--- src/verilog/azd_pkg.sv ---
// constants, types and helper functions of the ambient zone decision block
package azd_pkg;
  // ****************
  // timing
  // ****************
  localparam int unsigned CLK_MHZ = 40;
  localparam int unsigned SAMPLE_PERIOD_NS = 140_000;
  localparam int unsigned FAST_PERIOD_NS = 1_100_000;
  localparam int unsigned BASE_PERIOD_NS = 8_000_000;
  localparam int unsigned SAMPLE_CYCLES = SAMPLE_PERIOD_NS * CLK_MHZ / 1000;
  localparam int unsigned FAST_CYCLES = FAST_PERIOD_NS * CLK_MHZ / 1000;
  localparam int unsigned BASE_CYCLES = BASE_PERIOD_NS * CLK_MHZ / 1000;
  localparam logic [1:0] FAST_PERIODS = 2'h3;
  localparam logic [5:0] UP_PERIODS = 6'h03;
  localparam logic [5:0] DOWN_BASE_PERIODS = 6'h03;
  localparam logic [5:0] DOWN_EXTRA_MIN = 6'h03;
  // ****************
  // register map
  // ****************
  localparam logic [7:0] REG_CONFIG = 8'h00;
  localparam logic [7:0] REG_DOWN_DELAY = 8'h04;
  localparam logic [7:0] REG_AVG_RESULT = 8'h08;
  localparam logic [7:0] REG_ZONE_INFO = 8'h0c;
  localparam logic [7:0] REG_BOUND_HIGH = 8'h10;
  localparam logic [7:0] REG_BOUND_LOW = 8'h14;
  localparam logic [7:0] REG_TARGET_LOW = 8'h18;
  localparam logic [7:0] REG_TARGET_FOUR = 8'h1c;
  localparam logic [7:0] REG_STATUS = 8'h20;
  localparam int CFG_ALGO_BIT = 0;
  localparam int CFG_EN_BIT = 3;
  localparam int CFG_SEL_LSB = 4;
  localparam int INFO_FLAG_BIT = 3;
  localparam logic [7:0] CONFIG_RESET = 8'h00;
  localparam logic [4:0] DOWN_DELAY_RESET = 5'h00;
  localparam logic [31:0] BOUND_HIGH_RESET = 32'hc8_98_68_38;
  localparam logic [31:0] BOUND_LOW_RESET = 32'hc0_90_60_30;
  localparam logic [31:0] TARGET_LOW_RESET = 32'hc0_80_40_10;
  localparam logic [7:0] TARGET_FOUR_RESET = 8'hff;
  // ****************
  // types
  // ****************
  typedef enum logic [1:0] {AZD_BUS_IDLE = 2'b00, AZD_BUS_WAIT = 2'b01, AZD_BUS_DONE = 2'b11} azd_bus_e;
  typedef enum logic [1:0] {AZD_RUN_NONE = 2'b00, AZD_RUN_UP = 2'b01, AZD_RUN_DOWN = 2'b11} azd_run_e;
  // ****************
  // functions
  // ****************
  function automatic logic [5:0] azd_need(input logic down, input logic algo, input logic [4:0] code);
    if (down && algo) begin
      return DOWN_BASE_PERIODS + DOWN_EXTRA_MIN + {1'b0, code};
    end
    return down ? DOWN_BASE_PERIODS : UP_PERIODS;
  endfunction
  function automatic logic [31:0] azd_period_len(input logic fast, input logic [2:0] sel,
                                                 input logic [31:0] fast_cyc, input logic [31:0] base_cyc);
    return fast ? fast_cyc : (base_cyc << sel);
  endfunction
  function automatic logic [2:0] azd_classify(input logic [2:0] cur, input logic [7:0] lvl,
                                              input logic [3:0][7:0] hi, input logic [3:0][7:0] lo);
    logic [2:0] z;
    z = 3'h0;
    for (int i = 0; i < 4; i++) begin
      if (cur > 3'(i)) begin
        if (lvl >= lo[i]) begin
          z = 3'(i + 1);
        end
      end else if (lvl > hi[i]) begin
        z = 3'(i + 1);
      end
    end
    return z;
  endfunction
endpackage

--- src/verilog/azd_link_if.sv ---
// carrier between the decision top, the averager and the zone map
`timescale 1ns/10ps
`default_nettype none
interface azd_link_if;
  logic clear;
  logic sample_tick;
  logic [7:0] sample_data;
  logic period_end;
  logic [7:0] avg_result;
  logic avg_valid;
  logic [3:0][7:0] bnd_hi;
  logic [3:0][7:0] bnd_lo;
  logic [2:0] zone;
  logic zone_valid;
  modport avg (input clear, sample_tick, sample_data, period_end, output avg_result, avg_valid);
  modport zmap (input clear, avg_result, avg_valid, bnd_hi, bnd_lo, output zone, zone_valid);
endinterface
`default_nettype wire

--- src/verilog/azd_averager.sv ---
// sample averager over one averaging period
`timescale 1ns/10ps
`default_nettype none
module azd_averager import azd_pkg::*; (
  input wire logic sys_clk,
  input wire logic rst,
  azd_link_if.avg lk
);
  typedef struct packed {
    logic [23:0] sum;
    logic [15:0] cnt;
    logic [7:0] result;
    logic valid;
  } azd_avg_s;
  azd_avg_s s, next_s;
  // ****************
  // accumulate and divide
  // ****************
  always_comb begin
    next_s = s;
    next_s.valid = 1'b0;
    if (lk.clear) begin
      next_s = '0;
    end else begin
      if (lk.period_end) begin
        // [RULE20] whole period mean
        if (s.cnt != 16'h0000) begin
          next_s.result = 8'(s.sum / 24'(s.cnt));
        end
        next_s.valid = 1'b1;
        next_s.sum = '0;
        next_s.cnt = '0;
      end
      if (lk.sample_tick) begin
        next_s.sum = next_s.sum + 24'(lk.sample_data);
        next_s.cnt = next_s.cnt + 16'h0001;
      end
    end
  end
  always_ff @(posedge sys_clk) begin
    if (rst) begin
      s <= '0;
    end else begin
      s <= next_s;
    end
  end
  assign lk.avg_result = s.result;
  assign lk.avg_valid = s.valid;
  property p_avg_value;
    @(posedge sys_clk) disable iff (rst)
    (lk.period_end && !lk.clear && s.cnt != 16'h0000) |=> (s.result == 8'($past(s.sum) / 24'($past(s.cnt))));
  endproperty
  a_avg_value: assert property (p_avg_value) else $error("average result wrong"); // [RULE1]
endmodule
`default_nettype wire

--- src/verilog/azd_zone_map.sv ---
// hysteresis zone classifier holding the averager output zone
`timescale 1ns/10ps
`default_nettype none
module azd_zone_map import azd_pkg::*; (
  input wire logic sys_clk,
  input wire logic rst,
  azd_link_if.zmap lk
);
  typedef struct packed {
    logic [2:0] zone;
    logic valid;
  } azd_zone_s;
  azd_zone_s s, next_s;
  // ****************
  // classify
  // ****************
  always_comb begin
    next_s = s;
    next_s.valid = 1'b0;
    if (lk.clear) begin
      next_s.zone = 3'h0;
    end else if (lk.avg_valid) begin
      // [RULE19] five zones hysteresis
      next_s.zone = azd_classify(s.zone, lk.avg_result, lk.bnd_hi, lk.bnd_lo);
      next_s.valid = 1'b1;
    end
  end
  always_ff @(posedge sys_clk) begin
    if (rst) begin
      s <= '0;
    end else begin
      s <= next_s;
    end
  end
  // [RULE8] zone held between results
  assign lk.zone = s.zone;
  assign lk.zone_valid = s.valid;
  property p_zone_range;
    @(posedge sys_clk) disable iff (rst)
    s.valid |-> (s.zone <= 3'h4);
  endproperty
  a_zone_range: assert property (p_zone_range) else $error("zone out of range"); // [RULE19]
  property p_zone_hold;
    @(posedge sys_clk) disable iff (rst)
    (!lk.avg_valid && !lk.clear) |=> $stable(s.zone);
  endproperty
  a_zone_hold: assert property (p_zone_hold) else $error("zone moved mid period"); // [RULE8]
endmodule
`default_nettype wire

--- src/verilog/azd_top.sv ---
// ambient zone decision block with its AHB-Lite register slave
//
// Behaviour
// [RULE1] average result register readable by software
// [RULE2] sensing start sets zone zero
// [RULE3] three fast 1.1 ms periods at start
// [RULE4] raise target after three upward periods
// [RULE5] lower target after three downward periods
// [RULE6] further same-direction change moves target at once
// [RULE7] no change or reversal rearms criterion
// [RULE8] output zone from last complete period
// [RULE9] target changes only at period start
// [RULE10] brightness is target of held zone
// [RULE11] direct mode uses common rules only
// [RULE12] down-delay mode adds waits for decreases
// [RULE13] delay code adds three to thirty-four
// [RULE14] interrupt pulls low on zone change
// [RULE15] zone and flag bit 3 loaded together
// [RULE16] zone info read clears flag, releases
// [RULE17] upward change abandons pending delayed decrease
// [RULE18] sensing runs only with enable bit 3
// [RULE19] five zones, four hysteresis boundaries
// [RULE20] sampling at 7.143 ksps each period
`timescale 1ns/10ps
`default_nettype none
module azd_top import azd_pkg::*; #(
  parameter int unsigned SAMPLE_CYC = SAMPLE_CYCLES,
  parameter int unsigned FAST_CYC = FAST_CYCLES,
  parameter int unsigned BASE_CYC = BASE_CYCLES
) (
  input wire logic sys_clk,
  input wire logic rst,
  input wire logic hsel,
  input wire logic [31:0] haddr,
  input wire logic [1:0] htrans,
  input wire logic hwrite,
  input wire logic [2:0] hsize,
  input wire logic [31:0] hwdata,
  input wire logic hready,
  output logic hreadyout,
  output logic hresp,
  output logic [31:0] hrdata,
  input wire logic [7:0] sample_data,
  output logic sample_strobe,
  output logic conv_enable,
  output logic [7:0] brightness,
  output logic [2:0] target_zone,
  output logic irq_out,
  output logic irq_oe_n
);
  typedef struct packed {
    azd_bus_e bus;
    logic [7:0] addr;
    logic wr;
    logic [31:0] rdata;
    logic [7:0] cfg;
    logic [4:0] ddelay;
    logic [31:0] bnd_hi;
    logic [31:0] bnd_lo;
    logic [31:0] tgt_lo;
    logic [7:0] tgt4;
    logic en_d;
    logic [31:0] smp_cnt;
    logic tick;
    logic [31:0] per_cnt;
    logic per_end;
    logic [1:0] fast_left;
    logic [1:0] fast_zv;
    logic [2:0] prev_zone;
    logic [2:0] target;
    logic armed;
    logic armed_up;
    azd_run_e run;
    logic [5:0] run_cnt;
    logic flag;
    logic [2:0] info_zone;
    logic [7:0] bright;
  } azd_top_s;
  azd_top_s s, next_s;
  azd_link_if link();
  logic en;
  logic start;
  logic take;
  logic up;
  logic dn;
  logic zone_new;
  logic [31:0] len;
  azd_run_e dir;
  logic [5:0] cnt;
  logic [39:0] tgt_all;
  assign en = s.cfg[CFG_EN_BIT];
  assign start = en && !s.en_d;
  assign take = hsel && hready && htrans[1] && (s.bus != AZD_BUS_WAIT);
  assign up = link.zone > s.prev_zone;
  assign dn = link.zone < s.prev_zone;
  assign zone_new = link.zone_valid && en && (link.zone != s.prev_zone);
  assign len = azd_period_len(s.fast_left != 2'h0, s.cfg[CFG_SEL_LSB +: 3], FAST_CYC, BASE_CYC);
  assign tgt_all = {s.tgt4, s.tgt_lo};
  // ****************
  // next state
  // ****************
  always_comb begin
    next_s = s;
    dir = AZD_RUN_NONE;
    cnt = 6'h00;
    next_s.tick = 1'b0;
    next_s.per_end = 1'b0;
    next_s.en_d = en;
    // bus slave: one wait state, then OKAY
    case (s.bus)
      AZD_BUS_IDLE, AZD_BUS_DONE: begin
        next_s.bus = take ? AZD_BUS_WAIT : AZD_BUS_IDLE;
        if (take) begin
          next_s.addr = {haddr[7:2], 2'b00};
          next_s.wr = hwrite;
        end
      end
      AZD_BUS_WAIT: begin
        next_s.bus = AZD_BUS_DONE;
        next_s.rdata = 32'h0000_0000;
        if (s.wr) begin
          case (s.addr)
            REG_CONFIG: next_s.cfg = hwdata[7:0];
            REG_DOWN_DELAY: next_s.ddelay = hwdata[4:0];
            REG_BOUND_HIGH: next_s.bnd_hi = hwdata;
            REG_BOUND_LOW: next_s.bnd_lo = hwdata;
            REG_TARGET_LOW: next_s.tgt_lo = hwdata;
            REG_TARGET_FOUR: next_s.tgt4 = hwdata[7:0];
            default: next_s.cfg = s.cfg;
          endcase
        end else begin
          case (s.addr)
            REG_CONFIG: next_s.rdata = {24'h00_0000, s.cfg};
            REG_DOWN_DELAY: next_s.rdata = {27'h000_0000, s.ddelay};
            // [RULE1] average readback
            REG_AVG_RESULT: next_s.rdata = {24'h00_0000, link.avg_result};
            REG_ZONE_INFO: begin
              next_s.rdata = {28'h000_0000, s.flag, s.info_zone};
              // [RULE16] read clears flag
              next_s.flag = 1'b0;
            end
            REG_BOUND_HIGH: next_s.rdata = s.bnd_hi;
            REG_BOUND_LOW: next_s.rdata = s.bnd_lo;
            REG_TARGET_LOW: next_s.rdata = s.tgt_lo;
            REG_TARGET_FOUR: next_s.rdata = {24'h00_0000, s.tgt4};
            REG_STATUS: next_s.rdata = {16'h0000, s.bright, s.armed, link.zone, 1'b0, s.target};
            default: next_s.rdata = 32'h0000_0000;
          endcase
        end
      end
      default: next_s.bus = AZD_BUS_IDLE;
    endcase
    // [RULE18] sensing only while enabled
    if (!en) begin
      next_s.smp_cnt = '0;
      next_s.per_cnt = '0;
    end else if (start) begin
      // [RULE2] known zone at start
      next_s.smp_cnt = '0;
      next_s.per_cnt = '0;
      next_s.fast_left = FAST_PERIODS;
      next_s.fast_zv = FAST_PERIODS;
      next_s.prev_zone = 3'h0;
      next_s.target = 3'h0;
      next_s.armed = 1'b0;
      next_s.run = AZD_RUN_NONE;
      next_s.run_cnt = 6'h00;
    end else begin
      // [RULE20] fixed rate sample strobe
      if (s.smp_cnt >= SAMPLE_CYC - 1) begin
        next_s.smp_cnt = '0;
        next_s.tick = 1'b1;
      end else begin
        next_s.smp_cnt = s.smp_cnt + 32'h0000_0001;
      end
      // [RULE3] fast periods at start
      if (s.per_cnt >= len - 32'h0000_0001) begin
        next_s.per_cnt = '0;
        next_s.per_end = 1'b1;
        if (s.fast_left != 2'h0) begin
          next_s.fast_left = s.fast_left - 2'h1;
        end
      end else begin
        next_s.per_cnt = s.per_cnt + 32'h0000_0001;
      end
    end
    // [RULE9] decisions at period start
    if (link.zone_valid && !start) begin
      next_s.prev_zone = link.zone;
      // [RULE15] zone and flag together
      if (zone_new) begin
        next_s.flag = 1'b1;
        next_s.info_zone = link.zone;
      end
      if (s.fast_zv != 2'h0) begin
        next_s.fast_zv = s.fast_zv - 2'h1;
        next_s.target = link.zone;
      end else if (s.armed && ((s.armed_up && up) || (!s.armed_up && dn))) begin
        // [RULE6] same direction at once
        next_s.target = link.zone;
      end else begin
        // [RULE7] criterion must rebuild
        next_s.armed = 1'b0;
        if (up || dn) begin
          dir = up ? AZD_RUN_UP : AZD_RUN_DOWN;
          // [RULE17] reversal restarts count
          cnt = (!s.armed && s.run == dir) ? s.run_cnt + 6'h01 : 6'h01;
        end else if (!s.armed && s.run != AZD_RUN_NONE) begin
          dir = s.run;
          cnt = s.run_cnt + 6'h01;
        end
        // [RULE4] [RULE5] consecutive periods met
        // [RULE11] [RULE12] [RULE13] mode sets need
        if (dir != AZD_RUN_NONE && cnt >= azd_need(dir == AZD_RUN_DOWN, s.cfg[CFG_ALGO_BIT], s.ddelay)) begin
          next_s.target = link.zone;
          next_s.armed = 1'b1;
          next_s.armed_up = (dir == AZD_RUN_UP);
          next_s.run = AZD_RUN_NONE;
          next_s.run_cnt = 6'h00;
        end else begin
          next_s.run = dir;
          next_s.run_cnt = cnt;
        end
      end
    end
    // [RULE10] brightness from zone target
    next_s.bright = (s.target > 3'h4) ? s.tgt4 : tgt_all[8 * s.target +: 8];
  end
  always_ff @(posedge sys_clk) begin
    if (rst) begin
      s <= '0;
      s.cfg <= CONFIG_RESET;
      s.ddelay <= DOWN_DELAY_RESET;
      s.bnd_hi <= BOUND_HIGH_RESET;
      s.bnd_lo <= BOUND_LOW_RESET;
      s.tgt_lo <= TARGET_LOW_RESET;
      s.tgt4 <= TARGET_FOUR_RESET;
    end else begin
      s <= next_s;
    end
  end
  // ****************
  // sub blocks and outputs
  // ****************
  assign link.clear = start;
  assign link.sample_tick = s.tick;
  assign link.sample_data = sample_data;
  assign link.period_end = s.per_end;
  assign link.bnd_hi = s.bnd_hi;
  assign link.bnd_lo = s.bnd_lo;
  azd_averager u_avg (.sys_clk(sys_clk), .rst(rst), .lk(link));
  azd_zone_map u_zone (.sys_clk(sys_clk), .rst(rst), .lk(link));
  assign hreadyout = (s.bus != AZD_BUS_WAIT);
  assign hresp = 1'b0;
  assign hrdata = s.rdata;
  assign sample_strobe = s.tick;
  assign conv_enable = en;
  assign brightness = s.bright;
  assign target_zone = s.target;
  assign irq_out = 1'b0;
  // [RULE14] open drain pulls low
  assign irq_oe_n = !(s.flag && en);
  // ****************
  // checks
  // ****************
  property p_start;
    @(posedge sys_clk) disable iff (rst)
    start |=> (s.target == 3'h0 && s.prev_zone == 3'h0 && s.fast_left == FAST_PERIODS);
  endproperty
  a_start: assert property (p_start) else $error("start state wrong"); // [RULE2]
  property p_fast_len;
    @(posedge sys_clk) disable iff (rst)
    (en && !start && s.fast_left != 2'h0 && s.per_cnt == FAST_CYC - 1) |=> s.per_end;
  endproperty
  a_fast_len: assert property (p_fast_len) else $error("fast period length wrong"); // [RULE3]
  property p_up;
    @(posedge sys_clk) disable iff (rst)
    (link.zone_valid && !start && s.fast_zv == 2'h0 && !s.armed && s.run == AZD_RUN_UP && s.run_cnt == 6'h02
      && !dn) |=> (s.armed && s.target == $past(link.zone));
  endproperty
  a_up: assert property (p_up) else $error("upward move missed"); // [RULE4]
  property p_down;
    @(posedge sys_clk) disable iff (rst)
    (link.zone_valid && !start && s.fast_zv == 2'h0 && !s.armed && s.run == AZD_RUN_DOWN && !up
      && s.run_cnt == azd_need(1'b1, s.cfg[CFG_ALGO_BIT], s.ddelay) - 6'h01) |=> (s.target == $past(link.zone));
  endproperty
  a_down: assert property (p_down) else $error("downward move missed"); // [RULE5]
  property p_down_wait;
    @(posedge sys_clk) disable iff (rst)
    (link.zone_valid && !start && s.fast_zv == 2'h0 && !s.armed && s.run == AZD_RUN_DOWN && !up
      && s.run_cnt + 6'h01 < azd_need(1'b1, s.cfg[CFG_ALGO_BIT], s.ddelay)) |=> $stable(s.target);
  endproperty
  a_down_wait: assert property (p_down_wait) else $error("decrease before delay"); // [RULE13]
  property p_same_dir;
    @(posedge sys_clk) disable iff (rst)
    (link.zone_valid && !start && s.fast_zv == 2'h0 && s.armed && s.armed_up && up)
      |=> (s.target == $past(link.zone) && s.armed);
  endproperty
  a_same_dir: assert property (p_same_dir) else $error("same direction not immediate"); // [RULE6]
  property p_disarm;
    @(posedge sys_clk) disable iff (rst)
    (link.zone_valid && !start && s.fast_zv == 2'h0 && s.armed && !up && !dn)
      |=> (!s.armed && s.run == AZD_RUN_NONE && $stable(s.target));
  endproperty
  a_disarm: assert property (p_disarm) else $error("criterion not rearmed"); // [RULE7]
  property p_boundary;
    @(posedge sys_clk) disable iff (rst)
    ($changed(s.target) && !$past(start)) |-> $past(link.zone_valid);
  endproperty
  a_boundary: assert property (p_boundary) else $error("target changed mid period"); // [RULE9]
  property p_abandon;
    @(posedge sys_clk) disable iff (rst)
    (link.zone_valid && !start && s.fast_zv == 2'h0 && !s.armed && s.run == AZD_RUN_DOWN && up)
      |=> (s.run == AZD_RUN_UP && s.run_cnt == 6'h01);
  endproperty
  a_abandon: assert property (p_abandon) else $error("pending decrease kept"); // [RULE17]
  property p_irq_set;
    @(posedge sys_clk) disable iff (rst)
    (zone_new && !start) |=> (s.flag && s.info_zone == $past(link.zone) && !irq_oe_n);
  endproperty
  a_irq_set: assert property (p_irq_set) else $error("zone interrupt missed"); // [RULE15]
  property p_irq_clear;
    @(posedge sys_clk) disable iff (rst)
    (s.bus == AZD_BUS_WAIT && !s.wr && s.addr == REG_ZONE_INFO && !zone_new) |=> (!s.flag && irq_oe_n);
  endproperty
  a_irq_clear: assert property (p_irq_clear) else $error("read did not clear flag"); // [RULE16]
  property p_idle;
    @(posedge sys_clk) disable iff (rst)
    !en |=> (!s.tick && !s.per_end);
  endproperty
  a_idle: assert property (p_idle) else $error("sensing while disabled"); // [RULE18]
endmodule
`default_nettype wire

--- config.mk ---
export PLATFORM = sky130hd
export DESIGN_NAME = azd_top
export DESIGN_NICKNAME = d
export VERILOG_FILES = /design/src/verilog/azd_pkg.sv /design/src/verilog/azd_link_if.sv /design/src/verilog/azd_averager.sv /design/src/verilog/azd_zone_map.sv /design/src/verilog/azd_top.sv
export SDC_FILE = /design/constraint.sdc
export NUM_CORES = 2
export LEC_CHECK = 0
export ABC_AREA = 1
export BUFFER_PORTS_ARGS = -buffer_cell sky130_fd_sc_hd__clkbuf_2
export CAP_MARGIN = 40
export CELL_PAD_IN_SITES_DETAIL_PLACEMENT = 0
export CELL_PAD_IN_SITES_GLOBAL_PLACEMENT = 1
export CORE_ASPECT_RATIO = 0.9
export CORE_MARGIN = 5
export CORE_UTILIZATION = 25
export DETAILED_ROUTE_END_ITERATION = 8
export PLACE_DENSITY = 0.61
export SLEW_MARGIN = 20
export SYNTH_ARGS = -nofsm -noshare
export SYNTH_HDL_FRONTEND = slang
export SYNTH_SLANG_ARGS = --single-unit
--- constraint.sdc ---
create_clock -name sys_clk -period 113.8 [get_ports sys_clk]
set_clock_uncertainty 0.1 [all_clocks]
set_input_delay 0 -clock sys_clk [delete_from_list [all_inputs] [get_ports sys_clk]]
set_output_delay 0 -clock sys_clk [all_outputs]
set_load 0.005 [all_outputs]
# Yosys cells after proc, flatten, opt, wreduce, memory -nomap -nowiden

Index checks and enable logic that the tools add are counted.

Multipliers: 0
Order comparisons: 18
Add/sub/neg operators: 9
Shift-type cells: 2
Equality and inequality tests: 15
Reductions and logical operators: 52
Div/mod/pow operators: 1
Mux-type cells: 66
Bitwise gates (word level): 3

Operators by type and width:

| kind                                                                | number |
|---|---|
| case mux 32 bit (9 select lines)                                    | 1 |
| two-way mux 49 bit                                                  | 2 |
| two-way mux 6 bit                                                   | 11 |
| adder 32 x 1 -> 32 bit, second input constant                       | 2 |
| two-way mux 32 bit                                                  | 2 |
| two-way mux 3 bit                                                   | 15 |
| two-way mux 40 bit                                                  | 1 |
| two-way mux 8 bit                                                   | 5 |
| variable part select 40 x 7 -> 8 bit                                | 1 |
| greater-or-equal comparator 32 x 13 -> 1 bit, second input constant | 1 |
| greater-or-equal comparator 32 bit                                  | 1 |
| greater-or-equal comparator 8 bit                                   | 4 |
| greater-than comparator 8 bit                                       | 4 |
| left shift 19 x 3 -> 32 bit, first input constant                   | 1 |
| subtractor 32 x 1 -> 32 bit, second input constant                  | 1 |
| adder 24 x 8 -> 24 bit                                              | 1 |
| divider 24 x 16 -> 24 bit                                           | 1 |
| == test 6 x 3 -> 1 bit, second input constant                       | 4 |
| two-way mux 22 bit                                                  | 1 |
| AND reduction 3 bit                                                 | 7 |
| two-way mux 10 bit                                                  | 2 |
| nonzero test 2 bit                                                  | 10 |
| two-way mux 2 bit                                                   | 9 |
| two-way mux 9 bit                                                   | 2 |
| other kinds (34)                                                    | 77 |

Memories kept: 0
Register bits after elaboration: 310
Bits of input ports: 82
Logic and storage cells: 198
Bits in latches: 0
Bits in writable memories: 0
Output and inout port bits: 49
ROM bits: 0

# Depth between registers and ports, before layout

Word-level depth: 23
Depth in mapped cells: 426

# Cells and area by module

A second synthesis with hierarchy kept.

Cells, all modules: 4522
Area, all modules: 30041.3 µm²

By module, submodules not included:

| module       | cells an instance | times used | area an instance (µm²) |
|---|---|---|---|
| azd_averager | 2533              | 1          | 15778.9 |
| azd_top      | 1690              | 1          | 12370.6 |
| azd_zone_map | 299               | 1          | 1891.8 |

# Least setup slack after synthesis

Ideal clock, no wire load.

Path kind: reg-to-reg
Start: reg u_avg.s[9] (netlist name)
End: reg u_avg.s, in the netlist u_avg.lk.avg_result[0]
Data arrival time: 51.054 ns
Stages on the path, launching flop included: 414
Path buffers: 23
Slack: 62.532 ns
Required time: 113.586 ns
Library setup time: 0.114 ns
Cells stage by stage: dfxtp_1 -> inv_1 -> ha_1 -> inv_1 -> nor2_1 -> nand4_1 -> nor2_1 -> nand2_1 -> nand2_1 -> nand2_1 -> nand2_1 -> ha_1 -> o21a_1 -> o21ai_0 -> nor2_2 -> inv_2 -> nand2_1 -> nand2_1 -> [378 not listed] -> clkbuf_2 -> o21ai_0 -> ha_1 -> a21boi_0 -> o21a_1 -> o21ai_0 -> nand2_1 -> a21oi_1 -> o21bai_1 -> a21o_1 -> a21oi_1 -> nor4b_1 -> a211oi_1 -> nand3_2 -> nor3_2 -> nand2_1 -> nand2_1 -> a21oi_2

Cells in the longest elaborated chain, start to end: 4

RTL lines:

| item                      | line               | text |
|---|---|---|
| start, declared           | azd_averager.sv:15 | `azd_avg_s s, next_s;` |
| start signal, assigned    | azd_averager.sv:44 | `s <= next_s;` |
| divider 24 x 16 -> 24 bit | azd_averager.sv:28 | `next_s.result = 8'(s.sum / 24'(s.cnt));` |
| two-way mux 8 bit         | azd_averager.sv:27 | `if (s.cnt != 16'h0000) begin` |
| two-way mux 49 bit        | azd_averager.sv:25 | `if (lk.period_end) begin` |
| two-way mux 49 bit        | azd_averager.sv:22 | `if (lk.clear) begin` |

Parallel ways exist; a longest one is shown, timed or not. The select of a mux whose other input is x is not followed.
A chain may end at the register's enable or synchronous reset.

# Final worst setup path

Start: reg u_avg.s[17] (netlist name)
End: reg u_avg.s, in the netlist u_avg.lk.avg_result[0]

The elaborated chain is that of the path after synthesis.

==> results.sh <==
export IMPL_slew_violations=0
export IMPL_yosysSeqAreaShare_pct=21.0
export IMPL_numCtsBuffers=39
export IMPL_ctsRootBufferMaster="clkbuf_16"
export IMPL_globalplace_congestion=0.790
export IMPL_htree_levels=2
export IMPL_firstDrtPassIters=7
export IMPL_syn_area_mm2=0.0296
export IMPL_grt_max_degree=71
export IMPL_fillerInstances=13070
export IMPL_cts_tree="done"
export IMPL_cp_slowest_cell="clkinv_1"
export IMPL_design_area_mm2=0.0336
export IMPL_dpl_hpwl_um=70200
export IMPL_place_ws_ns=55.24
export IMPL_cp_max_fo=32
export IMPL_num_rows=119
export IMPL_min_period_ns=58.32
export IMPL_synth_cell_type_count=72
export IMPL_core_mm2=0.117
export IMPL_die_h_um=337
export IMPL_max_cap_violations=0
export IMPL_tns_ns=0
export IMPL_final_nets=4958
export IMPL_worstSetupPathType="reg -> reg"
export IMPL_met3_usage_pct=1.58
export IMPL_grt_util_met2_pct=21.8
export IMPL_slew_headroom_pct=39.7
export IMPL_clock_latency_ns=0.58
export IMPL_final_period_utilization_pct=51.2
export IMPL_status="completed"
export IMPL_hold_viol=0
export IMPL_cp_required_ns=114.13
export IMPL_synth_cells=4402
export IMPL_drc_errors=0
export IMPL_wl_per_cell_um=15.1
export IMPL_utilization_pct=28.6
export IMPL_cts_resized=0
export IMPL_antenna_left=0
export IMPL_synthArstFlopShare_pct=0
export IMPL_overflow=0
export IMPL_fp_dieArea_mm2=0.125
export IMPL_viasPerCell=4.54
export IMPL_yosysTopAreaCell="dfxtp_1"
export IMPL_ys_seq_elements=310
export IMPL_crit_top_cell="nand2_1"
export IMPL_seq_area_mm2=0.00621
export IMPL_track_usage_pct=14.2
export IMPL_die_width_um=373
export IMPL_layout_drive_gt1_share_pct=10.2
export IMPL_start_kind="register"
export IMPL_tightestPinTransition_ns=0.903
export IMPL_arrival_ns=58.66
export IMPL_clock_fmax_ghz=0.0171
export IMPL_synthesis_area_per_instance_um2=6.73
export IMPL_port_buffers=98
export IMPL_area_growth_synth_to_final_pct=13.4
export IMPL_rsz0062_at_grt="false"
export IMPL_antenna_found_initial=6
export IMPL_drt_wl_total_um=92000
export IMPL_synth_warnings=0
export IMPL_busiest_layer="met2"
export IMPL_multiInputGateArea_mm2=0.0204
export IMPL_synth_edf_count=0
export IMPL_ios=131
export IMPL_clk_pin_slew_worst_paths_ns=0.06
export IMPL_ys_top_cells_by_area="dfxtp_1 21%, ha_1 16%, nand2_1 11%"
export IMPL_setup_viol=0
export IMPL_cts_sinks=310
export IMPL_vias=27703
export IMPL_setup_ws_ns=55.48
export IMPL_synth_flop_cell="dfxtp_1"
export IMPL_cp_end_kind="register"
export IMPL_clockBufferDepth=3
export IMPL_initial_core_util_pct=25.2
export IMPL_post_synth_top_area_fraction_pct=21.0
export IMPL_max_stage_delay_ns=0.63
export IMPL_hp_class="in -> reg"
export IMPL_grt_pass1_vias=25704
export IMPL_drt_iter0_drc=1645
export IMPL_postPlaceCellArea_mm2=0.0316
export IMPL_use_met1_pct=21.5
export IMPL_cts_setup_buffers=0
export IMPL_grt_pass1_wl_um=145000
## cell families after synthesis
group / synth area share, %
other cells: 0.0254
xor+xnor: 5.94
buf+inv: 10.4
simple gates: 25.8
flops: 21.0
compound gates: 20.5
fa+ha+maj: 16.3
## what timing repair did
action / CTS / global route
endpoints found under the setup margin: 0 / 0
endpoints found under the hold margin: 134 / 0
hold buffers: 58 / 0
## cell type report
type	instances	share of cell area [%]
flip-flops and latches	310	18.5
diodes	3	0.0224
well taps	1573	5.86
clock inverters	17	0.749
clock buffers	54	3.28
multi-input cells	3362	60.9
repair buffers	200	4.25
inverters	578	6.48
## synth_stat cells, types with 8 or more instances
cell and number:
a21oi_2 32, xnor2_1 85, a21o_1 16, a21boi_0 8, nand2_2 32, a21oi_1 344, o21ai_1 27, o21a_1 33
nand2_1 875, nor2_2 14, nand4_1 35, o31ai_1 10, nor2_1 381, ha_1 384, xor2_1 116, clkinv_1 9
clkbuf_1 115, or2_2 38, a31oi_1 12, nor2_4 10, nor3_1 55, nand2_4 11, buf_4 46, nand3b_1 11
o211ai_1 37, inv_1 530, nor4_1 11, o221ai_1 17, nand3_1 175, o21ai_0 369, and2_1 8, o2111ai_1 8
a211oi_1 14, o21bai_1 20, nand3_2 35, o22ai_1 25, inv_2 37, dfxtp_1 310, o21bai_2 12, nor3b_1 13
a21oi_4 10, a221oi_1 11
## stage by stage
step	std cells	hold WS [ns]
detailed placement	5965	0.129
CTS	6094	0.000437
global placement	5962	0.130
global route	6095	0.130
floorplan	4427	-0.0159
finish	6097	0.0229
## placed cells by master, fill, tap and decap left out, types with 33 or more instances in the layout
| cell | synthesis | routed |
|---|---|---|
| or2_2 | 38 | 38 |
| nand2_1 | 875 | 875 |
| a21oi_1 | 344 | 343 |
| nand4_1 | 35 | 35 |
| ha_1 | 384 | 384 |
| inv_1 | 530 | 530 |
| xnor2_1 | 85 | 85 |
| xor2_1 | 116 | 116 |
| nand3_2 | 35 | 35 |
| nand3_1 | 175 | 175 |
| dfxtp_1 | 310 | 310 |
| nor2_1 | 381 | 379 |
| o211ai_1 | 37 | 37 |
| clkbuf_2 | 1 | 98 |
| buf_4 | 46 | 42 |
| inv_2 | 37 | 37 |
| nor3_1 | 55 | 54 |
| dlygate4sd3_1 | 0 | 58 |
| o21a_1 | 33 | 33 |
| o21ai_0 | 369 | 369 |
| a21oi_2 | 32 | 33 |
| clkbuf_16 | 0 | 39 |
## registers in the layout (all words and copies together) (netlist names), 3 cells and up
signal,cells
u_avg.lk.avg_result,8
u_zone.lk.zone,3
target_zone,3
s,147
hrdata,32
link.bnd_lo,32
u_avg.s,40
link.bnd_hi,32
brightness,8
## metal layers
metal	up-vias	part of all wire (%)	routed length (um)
li1	14771	-	-
met3	69	3.7	3380
met4	0	1.3	1160
met1	12525	54	49300
met5	-	0	0
met2	338	41	38100
## path summary, 6_finish.rpt
| check | from | end | slack, ns | cells past startpoint |
|---|---|---|---|---|
| min | sample_data[6] | u_avg.s[31] | 0.02 | 6 |
| max | u_avg.s[17] | u_avg.lk.avg_result[0] | 55.48 | 376 |
| max reg2reg | u_avg.s[17] | u_avg.lk.avg_result[0] | 55.48 | 376 |
| min reg2reg | s[33] | s[33] | 0.35 | 1 |
## critical path, delay by kind of cell, from the launching register on
family          cells  cell delay, ns
simple gates      163           20.15
compound gates    132           22.13
buf+inv            58            7.80
flops               1            0.31
fa+ha+maj          23            7.52
Power is left out: the tool's default activity adds up to more than one toggle a clock period on the data nets, which glitch-free logic cannot reach.
